[src/common/timers_pkg.sv]
// Shared constants for the general purpose timer block.
package timers_pkg;

  ////////////////////////////////////////////////////////////////////////////
  // Timer numbering: slot 0 is timer one, slots 1 to 4 are timers two to five.
  localparam int NUM_TIMERS = 5;
  localparam int TIMER_ONE  = 0;
  localparam int EVEN_A     = 1;
  localparam int ODD_A      = 2;
  localparam int EVEN_B     = 3;
  localparam int ODD_B      = 4;
  localparam int NUM_PAIRS  = 2;

  ////////////////////////////////////////////////////////////////////////////
  // Control register field positions.
  localparam int RUN_BIT   = 15;
  localparam int IDLE_BIT  = 13;
  localparam int XSRC_HI   = 9;
  localparam int XSRC_LO   = 8;
  localparam int GATE_BIT  = 6;
  localparam int PSC_HI    = 5;
  localparam int PSC_LO    = 4;
  localparam int PAIR_BIT  = 3;
  localparam int SYNC_BIT  = 2;
  localparam int SRC_BIT   = 1;

  // Writable bits of each control register kind; the rest read as zero.
  localparam logic [15:0] ONE_CTRL_MASK  = 16'ha376;
  localparam logic [15:0] EVEN_CTRL_MASK = 16'ha37a;
  localparam logic [15:0] ODD_CTRL_MASK  = 16'ha372;

  // Extended source codes.
  localparam logic [1:0] SRC_SECONDARY    = 2'b00;
  localparam logic [1:0] SRC_PAIR_PIN     = 2'b01;
  localparam logic [1:0] SRC_LOW_POWER_RC = 2'b10;
  localparam logic [1:0] SRC_GENERIC      = 2'b11;

  // Prescaler terminal counts for 1:1, 1:8, 1:64 and 1:256.
  localparam logic [7:0] PSC_TERM_1   = 8'h00;
  localparam logic [7:0] PSC_TERM_8   = 8'h07;
  localparam logic [7:0] PSC_TERM_64  = 8'h3f;
  localparam logic [7:0] PSC_TERM_256 = 8'hff;

  ////////////////////////////////////////////////////////////////////////////
  // Register map: each timer owns a 16-byte block with three words in use.
  localparam int          ADDR_W       = 8;
  localparam logic [3:0]  CTRL_OFF     = 4'h0;
  localparam logic [3:0]  COUNT_OFF    = 4'h4;
  localparam logic [3:0]  PERIOD_OFF   = 4'h8;
  localparam logic [7:0]  FLAG_OFF     = 8'h50;
  localparam logic [15:0] CTRL_RESET   = 16'h0000;
  localparam logic [15:0] COUNT_RESET  = 16'h0000;
  localparam logic [15:0] PERIOD_RESET = 16'hffff;

endpackage

[src/rtl/general_purpose_timers.sv]
// Timer one plus timers two to five with 32-bit pairing, behind an APB slave.
`timescale 1ns/10ps

// Behaviour
// - Timer one: internal, synced or unsynced external
// - Interrupt on period match or gate fall
// - Run control bit starts and stops
// - Idle-stop bit halts timer in idle
// - Extended source field picks external clock
// - Gate enable only with internal clock
// - Prescale 1, 8, 64 or 256
// - Timer one sync bit chooses synchroniser
// - Source select: extended source or internal
// - Control write clears prescale counter
// - Timers two-five synchronous only, pairable
// - Pair uses even control, odd flag
// - Odd period high word, even low
// - Odd count high word, even low
// - ADC event from pair A or timer three
// - Pair mode bit joins even and odd
// - Even run control drives whole pair
// - Internal source ignores field; 01 paired pin
// - Pair interrupts on 32-bit period match
// - Odd timer external clock on rising edge
module general_purpose_timers
  import timers_pkg::*;
(
  // Clock, reset and freeze
  input  wire logic                  pclk,
  input  wire logic                  presetn,
  input  wire logic                  clk_en,
  // APB slave
  input  wire logic                  psel,
  input  wire logic                  penable,
  input  wire logic                  pwrite,
  input  wire logic [ADDR_W-1:0]     paddr,
  input  wire logic [31:0]           pwdata,
  output logic                       pready,
  output logic [31:0]                prdata,
  output logic                       pslverr,
  // Device state and clock sources
  input  wire logic                  idle_mode,
  input  wire logic                  secondary_oscillator,
  input  wire logic                  low_power_rc_osc,
  input  wire logic                  generic_timer_pin,
  input  wire logic [NUM_TIMERS-1:0] timer_pin,
  // Events
  output logic [NUM_TIMERS-1:0]      irq_flag,
  output logic                       adc_event
);

  ////////////////////////////////////////////////////////////////////////////
  // Storage.
  logic [15:0]           ctrl      [NUM_TIMERS];
  logic [15:0]           count     [NUM_TIMERS];
  logic [15:0]           period    [NUM_TIMERS];
  logic [7:0]            psc       [NUM_TIMERS];
  logic [NUM_TIMERS-1:0] sync_a;
  logic [NUM_TIMERS-1:0] sync_b;
  logic [NUM_TIMERS-1:0] src_prev;
  logic [NUM_TIMERS-1:0] gate_a;
  logic [NUM_TIMERS-1:0] gate_b;
  logic [NUM_TIMERS-1:0] gate_prev;

  // Per-slot decoded behaviour.
  logic [15:0]           ctl_eff   [NUM_TIMERS];
  logic [NUM_TIMERS-1:0] ext_raw;
  logic [NUM_TIMERS-1:0] src_lvl;
  logic [NUM_TIMERS-1:0] in_pulse;
  logic [NUM_TIMERS-1:0] running;
  logic [NUM_TIMERS-1:0] tick;
  logic [NUM_TIMERS-1:0] gate_fall;
  logic [NUM_TIMERS-1:0] solo;
  logic [NUM_TIMERS-1:0] match16;
  logic [NUM_TIMERS-1:0] flag_set;
  logic [7:0]            psc_term  [NUM_TIMERS];
  logic [NUM_PAIRS-1:0]  pair_on;
  logic [NUM_PAIRS-1:0]  pair_match;

  // Bus decode.
  logic                  acc_setup;
  logic                  acc_write;
  logic                  dec_hit;
  logic                  dec_flag;
  logic [2:0]            dec_idx;
  logic [3:0]            dec_reg;
  logic [31:0]           next_rdata;

  ////////////////////////////////////////////////////////////////////////////
  // Slot helpers.
  function automatic int even_of(input int i);
    return (i <= ODD_A) ? EVEN_A : EVEN_B;
  endfunction

  function automatic int ctl_idx(input int i, input logic [1:0] pairs);
    if ((i == ODD_A && pairs[0]) || (i == ODD_B && pairs[1])) begin
      return i - 1;
    end
    return i;
  endfunction

  function automatic logic [15:0] ctrl_mask(input int i);
    if (i == TIMER_ONE) begin
      return ONE_CTRL_MASK;
    end
    return (i == EVEN_A || i == EVEN_B) ? EVEN_CTRL_MASK : ODD_CTRL_MASK;
  endfunction

  ////////////////////////////////////////////////////////////////////////////
  // Source selection, gating and prescaler ticks.
  assign pair_on[0] = ctrl[EVEN_A][PAIR_BIT];
  assign pair_on[1] = ctrl[EVEN_B][PAIR_BIT];

  always_comb begin
    for (int i = 0; i < NUM_TIMERS; i++) begin
      ctl_eff[i] = ctrl[ctl_idx(i, pair_on)];
      // Extended source mux; only consulted when source select is set.
      case (ctl_eff[i][XSRC_HI:XSRC_LO])
        SRC_SECONDARY:    ext_raw[i] = secondary_oscillator;
        SRC_LOW_POWER_RC: ext_raw[i] = low_power_rc_osc;
        SRC_PAIR_PIN:     ext_raw[i] = (i == TIMER_ONE) ? timer_pin[i]
                                       : timer_pin[even_of(i) + 1];
        SRC_GENERIC:      ext_raw[i] = (i == TIMER_ONE) ? generic_timer_pin
                                       : timer_pin[even_of(i)];
        default:          ext_raw[i] = 1'b0;
      endcase
      // Only timer one may bypass the synchroniser.
      src_lvl[i] = (i == TIMER_ONE && !ctl_eff[i][SYNC_BIT]) ? ext_raw[i]
                   : sync_b[i];
      if (ctl_eff[i][SRC_BIT]) begin
        in_pulse[i] = src_lvl[i] & ~src_prev[i];
      end else if (ctl_eff[i][GATE_BIT]) begin
        in_pulse[i] = gate_b[i];
      end else begin
        in_pulse[i] = 1'b1;
      end
      gate_fall[i] = !ctl_eff[i][SRC_BIT] && ctl_eff[i][GATE_BIT]
                     && gate_prev[i] && !gate_b[i];
      running[i]   = ctl_eff[i][RUN_BIT]
                     && !(ctl_eff[i][IDLE_BIT] && idle_mode);
      case (ctl_eff[i][PSC_HI:PSC_LO])
        2'b00:   psc_term[i] = PSC_TERM_1;
        2'b01:   psc_term[i] = PSC_TERM_8;
        2'b10:   psc_term[i] = PSC_TERM_64;
        default: psc_term[i] = PSC_TERM_256;
      endcase
      tick[i] = running[i] && in_pulse[i] && (psc[i] == psc_term[i]);
      solo[i] = !((i == EVEN_A || i == ODD_A) && pair_on[0])
                && !((i == EVEN_B || i == ODD_B) && pair_on[1]);
      match16[i] = solo[i] && tick[i] && (count[i] == period[i]);
    end
    pair_match[0] = pair_on[0] && tick[EVEN_A]
                    && ({count[ODD_A], count[EVEN_A]}
                        == {period[ODD_A], period[EVEN_A]});
    pair_match[1] = pair_on[1] && tick[EVEN_B]
                    && ({count[ODD_B], count[EVEN_B]}
                        == {period[ODD_B], period[EVEN_B]});
    // Paired events land on the odd slot's flag.
    for (int i = 0; i < NUM_TIMERS; i++) begin
      flag_set[i] = match16[i] || (solo[i] && gate_fall[i]);
    end
    flag_set[ODD_A] = flag_set[ODD_A] || pair_match[0]
                      || (pair_on[0] && gate_fall[EVEN_A]);
    flag_set[ODD_B] = flag_set[ODD_B] || pair_match[1]
                      || (pair_on[1] && gate_fall[EVEN_B]);
  end

  ////////////////////////////////////////////////////////////////////////////
  // Synchronisers and edge history for clock and gate inputs.
  always_ff @(posedge pclk or negedge presetn) begin
    if (!presetn) begin
      sync_a    <= '0;
      sync_b    <= '0;
      src_prev  <= '0;
      gate_a    <= '0;
      gate_b    <= '0;
      gate_prev <= '0;
    end else if (clk_en) begin
      sync_a    <= ext_raw;
      sync_b    <= sync_a;
      src_prev  <= src_lvl;
      gate_a    <= timer_pin;
      gate_b    <= gate_a;
      gate_prev <= gate_b;
    end
  end

  ////////////////////////////////////////////////////////////////////////////
  // APB decode.
  assign acc_setup = psel && !penable;
  assign acc_write = psel && penable && pready && pwrite;
  assign dec_idx   = paddr[6:4];
  assign dec_reg   = paddr[3:0];
  assign dec_flag  = (paddr == FLAG_OFF);
  assign dec_hit   = dec_flag
                     || (paddr < FLAG_OFF && (dec_reg == CTRL_OFF
                         || dec_reg == COUNT_OFF || dec_reg == PERIOD_OFF));

  always_comb begin
    next_rdata = 32'h0000_0000;
    if (dec_flag) begin
      next_rdata[NUM_TIMERS-1:0] = irq_flag;
    end else if (dec_hit) begin
      for (int i = 0; i < NUM_TIMERS; i++) begin
        if (dec_idx == 3'(i)) begin
          case (dec_reg)
            CTRL_OFF:  next_rdata[15:0] = ctrl[i];
            COUNT_OFF: next_rdata[15:0] = count[i];
            default:   next_rdata[15:0] = period[i];
          endcase
        end
      end
    end
  end

  // Zero wait states: ready is raised for the access phase after each setup.
  always_ff @(posedge pclk or negedge presetn) begin
    if (!presetn) begin
      pready  <= 1'b0;
      prdata  <= 32'h0000_0000;
      pslverr <= 1'b0;
    end else if (clk_en) begin
      pready  <= acc_setup;
      pslverr <= acc_setup && !dec_hit;
      if (acc_setup) begin
        prdata <= pwrite ? 32'h0000_0000 : next_rdata;
      end
    end
  end

  ////////////////////////////////////////////////////////////////////////////
  // Control and period registers.
  always_ff @(posedge pclk or negedge presetn) begin
    if (!presetn) begin
      for (int i = 0; i < NUM_TIMERS; i++) begin
        ctrl[i]   <= CTRL_RESET;
        period[i] <= PERIOD_RESET;
      end
    end else if (clk_en && acc_write && dec_hit && !dec_flag) begin
      for (int i = 0; i < NUM_TIMERS; i++) begin
        if (dec_idx == 3'(i) && dec_reg == CTRL_OFF) begin
          ctrl[i] <= pwdata[15:0] & ctrl_mask(i);
        end
        if (dec_idx == 3'(i) && dec_reg == PERIOD_OFF) begin
          period[i] <= pwdata[15:0];
        end
      end
    end
  end

  ////////////////////////////////////////////////////////////////////////////
  // Prescalers.
  always_ff @(posedge pclk or negedge presetn) begin
    if (!presetn) begin
      for (int i = 0; i < NUM_TIMERS; i++) begin
        psc[i] <= 8'h00;
      end
    end else if (clk_en) begin
      for (int i = 0; i < NUM_TIMERS; i++) begin
        if (acc_write && dec_idx == 3'(i) && dec_reg == CTRL_OFF
            && !dec_flag) begin
          psc[i] <= 8'h00;
        end else if (running[i] && in_pulse[i]) begin
          psc[i] <= (psc[i] == psc_term[i]) ? 8'h00 : psc[i] + 8'h01;
        end
      end
    end
  end

  ////////////////////////////////////////////////////////////////////////////
  // Counters; a software write to a count word wins over a tick.
  always_ff @(posedge pclk or negedge presetn) begin
    if (!presetn) begin
      for (int i = 0; i < NUM_TIMERS; i++) begin
        count[i] <= COUNT_RESET;
      end
    end else if (clk_en) begin
      for (int i = 0; i < NUM_TIMERS; i++) begin
        if (solo[i] && tick[i]) begin
          count[i] <= match16[i] ? COUNT_RESET : count[i] + 16'h0001;
        end
      end
      if (pair_on[0] && tick[EVEN_A]) begin
        if (pair_match[0]) begin
          count[ODD_A]  <= COUNT_RESET;
          count[EVEN_A] <= COUNT_RESET;
        end else begin
          {count[ODD_A], count[EVEN_A]} <=
            {count[ODD_A], count[EVEN_A]} + 32'h0000_0001;
        end
      end
      if (pair_on[1] && tick[EVEN_B]) begin
        if (pair_match[1]) begin
          count[ODD_B]  <= COUNT_RESET;
          count[EVEN_B] <= COUNT_RESET;
        end else begin
          {count[ODD_B], count[EVEN_B]} <=
            {count[ODD_B], count[EVEN_B]} + 32'h0000_0001;
        end
      end
      for (int i = 0; i < NUM_TIMERS; i++) begin
        if (acc_write && !dec_flag && dec_idx == 3'(i)
            && dec_reg == COUNT_OFF) begin
          count[i] <= pwdata[15:0];
        end
      end
    end
  end

  ////////////////////////////////////////////////////////////////////////////
  // Interrupt request flags (write one to clear, a set wins) and ADC event.
  always_ff @(posedge pclk or negedge presetn) begin
    if (!presetn) begin
      irq_flag <= '0;
    end else if (clk_en) begin
      if (acc_write && dec_flag) begin
        irq_flag <= (irq_flag & ~pwdata[NUM_TIMERS-1:0]) | flag_set;
      end else begin
        irq_flag <= irq_flag | flag_set;
      end
    end
  end

  always_ff @(posedge pclk or negedge presetn) begin
    if (!presetn) begin
      adc_event <= 1'b0;
    end else if (clk_en) begin
      adc_event <= pair_on[0] ? pair_match[0] : match16[ODD_A];
    end
  end

endmodule

[config.mk]
export PLATFORM = sky130hd
export DESIGN_NAME = general_purpose_timers
export DESIGN_NICKNAME = d
export VERILOG_FILES = /design/src/common/timers_pkg.sv /design/src/rtl/general_purpose_timers.sv
export SDC_FILE = /design/constraint.sdc
export NUM_CORES = 1
export LEC_CHECK = 0
export ABC_AREA = 0
export ABC_CLOCK_PERIOD_IN_PS = 3120
export BUFFER_PORTS_ARGS = -buffer_cell sky130_fd_sc_hd__buf_2
export CORE_ASPECT_RATIO = 2
export CORE_MARGIN = 4
export CORE_UTILIZATION = 32
export CTS_BUF_LIST = sky130_fd_sc_hd__clkbuf_4
export DETAILED_ROUTE_END_ITERATION = 10
export REMOVE_ABC_BUFFERS = 1
export SKIP_CTS_REPAIR_TIMING = 1
export SLEW_MARGIN = 15
export SYNTH_ARGS = -nofsm -noshare
export SYNTH_HDL_FRONTEND = slang
export SYNTH_SLANG_ARGS = --single-unit
[constraint.sdc]
create_clock -name pclk -period 3.12 [get_ports pclk]
set_input_delay 0.468 -clock pclk [delete_from_list [all_inputs] [get_ports pclk]]
set_output_delay 0.468 -clock pclk [all_outputs]
set_load 0.02 [all_outputs]
==> flow_metrics.env <==
export IMPL_outcome="complete, no violations"
export IMPL_syn_instance_count=2002
export IMPL_hold_viol=0
export IMPL_critPathCaptureType="flop"
export IMPL_cts_clk_slew_worst_paths_ps=70
export IMPL_antenna_found_initial=1
export IMPL_wl_um=72600
export IMPL_critPathMaxStageDelay_ps=550
export IMPL_core_area_sq_um=57200
export IMPL_cts_buffers=72
export IMPL_port_buffers=62
export IMPL_setup_violations_final=0
export IMPL_crit_chain="xor2_1 > nor4_1 > nand4_1 > nor2_1 > a21o_2 > buf_12 > nor2b_1 > o21ai_0 > o311ai_0"
export IMPL_synth_distinct_cells=105
export IMPL_finalCritPeriodShare_pct=90.1
export IMPL_critical_path_arrival_ps=3440
export IMPL_timing_fmax_mhz=356
export IMPL_synthMuxAreaShare_pct=12.9
export IMPL_path_max_fanout=16
export IMPL_avgViaCountPerCell=5.83
export IMPL_synth_adder_area_share_pct=0.675
export IMPL_ioPinCount=95
export IMPL_seq_area_frac_synth_pct=40.6
export IMPL_synth_edf_count=0
export IMPL_synthArstFlopShare_pct=100
export IMPL_grt_overflow=0
export IMPL_dieArea_sq_um=62100
export IMPL_grt_pass1_vias=17443
export IMPL_clk_path_buf_depth=3
export IMPL_fin_area_sq_um=21100
export IMPL_hp_class="primary input to flop"
export IMPL_cts_tree="done"
export IMPL_yosys_most_used_dff="dfrtp_1"
export IMPL_rows=124
export IMPL_drv_cap=0
export IMPL_crit_type="flop to flop"
export IMPL_power_leakage_nw=8.90
export IMPL_tns_ps=0
export IMPL_synth_seq_cells=297
export IMPL_place_area_sq_um=20100
export IMPL_start_kind="flop"
export IMPL_yosysWarnings=0
export IMPL_synth_avg_cell_area_sq_um=9.26
export IMPL_first_iter_violations=1292
export IMPL_rsz0062_at_grt="no"
export IMPL_p_per_area_nw_per_um2=381
export IMPL_num_nets_final=2179
export IMPL_root_buffer="clkbuf_4"
export IMPL_wire_per_inst_um=24.8
export IMPL_num_vias=17069
export IMPL_cp_required_ps=3740
export IMPL_drive_above_1_share_pct=27.1
export IMPL_grt_pass1_wl_um=108000
export IMPL_die_x_um=178
export IMPL_synth_compound_area_share_pct=17.9
export IMPL_period_needed_ps=2810
export IMPL_yosys_area_share_xor_xnor_pct=4.00
export IMPL_route_detailed_drc=0
export IMPL_fin_ws_ps=309
export IMPL_h_tree_depth=3
export IMPL_place_hpwl_um=53300
export IMPL_dp_slack_ps=160
export IMPL_yosys_area_share_simple_pct=19.3
export IMPL_initial_core_util_pct=32.4
export IMPL_skew_ps=100
export IMPL_die_y_um=348
export IMPL_clk_latency_ps=860
export IMPL_drv_slew=0
export IMPL_ant_nets=0
export IMPL_finish_utilization_pct=36.8
export IMPL_area_growth_pct=13.7
export IMPL_track_usage_pct=23.2
export IMPL_cpMaxStageDelayCell="dfrtp_1"
export IMPL_routabilityCongestion=1.01
export IMPL_netlist_area_sq_um=18500
export IMPL_clock_sinks=297
export IMPL_grt_start_max_net_pins=98
export IMPL_ir_drop_v=0.000196
export IMPL_synth_top_family_by_area="simple AND/OR/NAND/NOR gates"
export IMPL_slew_headroom_pct=40.0
export IMPL_worst_pin_slew_ps=899
export IMPL_n_fill_cell=5783
export IMPL_first_pass_iters=6
-- layout by cell type (no fill, tap or decap), drive strengths merged, types with 10 or more instances in the layout --
master  netlist  final
ha           10     10
o211ai       10     10
a211oi       24     24
nand2b       14     14
inv          25     28
dfrtp       217    217
nor2b        16     16
nor4         25     25
o21ai       187    187
and3         64     64
clkbuf       85    102
o22ai        16     16
clkinv        0     24
o31ai        24     24
a21oi       136    136
a31oi        19     19
xor2         50     50
mux2i        55     55
nand3       109    109
nor3         42     42
or2          10     10
nand2       170    170
conb          1     16
or3          13     13
mux2        151    151
nor2        147    147
dfstp        80     80
nor3b        13     13
xnor2        33     33
nand4        26     26
buf          78    181
-- report_power, final --
group | internal [W] | leakage (nW) | switching, W
logic | 0.000162 | 4.64 | 0.000429
registers | 0.00392 | 3.70 | 0.0000430
clock network | 0.00169 | 0.557 | 0.00179
total | 0.00576 | 8.90 | 0.00226
-- stage by stage --
| step | hold slack [ps] | power [W] | cells |
|---|---|---|---|
| final | 45.9 | 0.00802 | 2930 |
| after global routing | 13.4 | 0.00829 | 2928 |
| after CTS | -281 | 0.00808 | 2922 |
| after detailed placement | 472 | 0.00460 | 2791 |
| after global placement | 467 | 0.00459 | 2791 |
| after floorplan | 172 | 0.00420 | 1854 |
-- worst paths after layout --
check	start	end	slack, ps	cells after the start
worst max-delay path	count[57]	count[61]	310	9
worst min-delay path	timer_pin[3]	gate_a[3]	50	2
worst max register to register	count[57]	count[61]	310	9
worst min register to register	prdata[6]	prdata[6]	500	1
max in group asynchronous	presetn	period[27]	1870	3
min in group asynchronous	presetn	psc[2]	280	2
-- area by class of cell --
cell class / instances / area, sq um / area share, %
Timing Repair Buffer: 186 / 1370 / 6.48
Clock inverter: 29 / 166 / 0.789
Clock buffer: 102 / 766 / 3.63
Multi-Input combinational cell: 1532 / 10200 / 48.4
Inverter: 25 / 93.8 / 0.445
Sequential cell: 297 / 7530 / 35.7
Antenna cell: 3 / 7.51 / 0.0356
Tap cell: 756 / 946 / 4.49
-- Yosys cell counts, drive strengths merged (8+ instances only) --
cell / count / area [sq um]
a211oi: 24 / 180
a21o: 9 / 68.8
a21oi: 136 / 681
a221oi: 8 / 87.6
a22oi: 8 / 60.1
a31oi: 19 / 125
and2: 8 / 50.1
and3: 64 / 400
and4: 9 / 78.8
buf: 78 / 452
clkbuf: 85 / 319
dfrtp: 217 / 5430
dfstp: 80 / 2100
ha: 10 / 125
inv: 25 / 93.8
mux2: 151 / 1700
mux2i: 55 / 551
nand2: 170 / 643
nand2b: 14 / 95.1
nand3: 109 / 561
nand4: 26 / 178
nor2: 147 / 597
nor2b: 16 / 100
nor3: 42 / 241
nor3b: 13 / 114
nor4: 25 / 193
o211ai: 10 / 85.1
o21ai: 187 / 947
o22ai: 16 / 100
o311ai: 9 / 78.8
o31ai: 24 / 180
or2: 10 / 62.6
or3: 13 / 86.3
xnor2: 33 / 304
xor2: 50 / 438
-- critical path: cells and delay by family (launching register included) --
kind / cells / cell delay, ps
flops: 1 / 550
simple gates: 4 / 1150
buf+inv: 1 / 160
compound gates: 3 / 540
xor+xnor: 1 / 270
-- cell families (layout without fill, tap and decap cells) --
logic type,Yosys count,after routing
compound gates,527,527
buf+inv,188,342
mux,212,212
xor+xnor,83,83
fa+ha+maj,10,10
other cells,1,19
flops,297,297
simple gates,684,684
-- state kept, by name, indices dropped and copies added (netlist names), 5 cells and up --
register / cells
sync_a: 5
gate_prev: 5
prdata: 16
psc: 40
irq_flag: 5
period: 80
ctl_eff: 27
src_prev: 5
ctrl: 16
sync_b: 5
gate_a: 5
gate_b: 5
count: 80
-- layer usage --
| metal | vias to the layer above | track usage [%] | part of all wire (%) |
|---|---|---|---|
| met5 | - | 0 | 0 |
| met4 | 0 | 22.6 | 12 |
| met3 | 365 | 4.01 | 6.4 |
| met2 | 837 | 39.8 | 49 |
| met1 | 8307 | 22.8 | 32 |
| li1 | 7560 | - | - |
No activity file was read; power rests on OpenSTA's default activity.
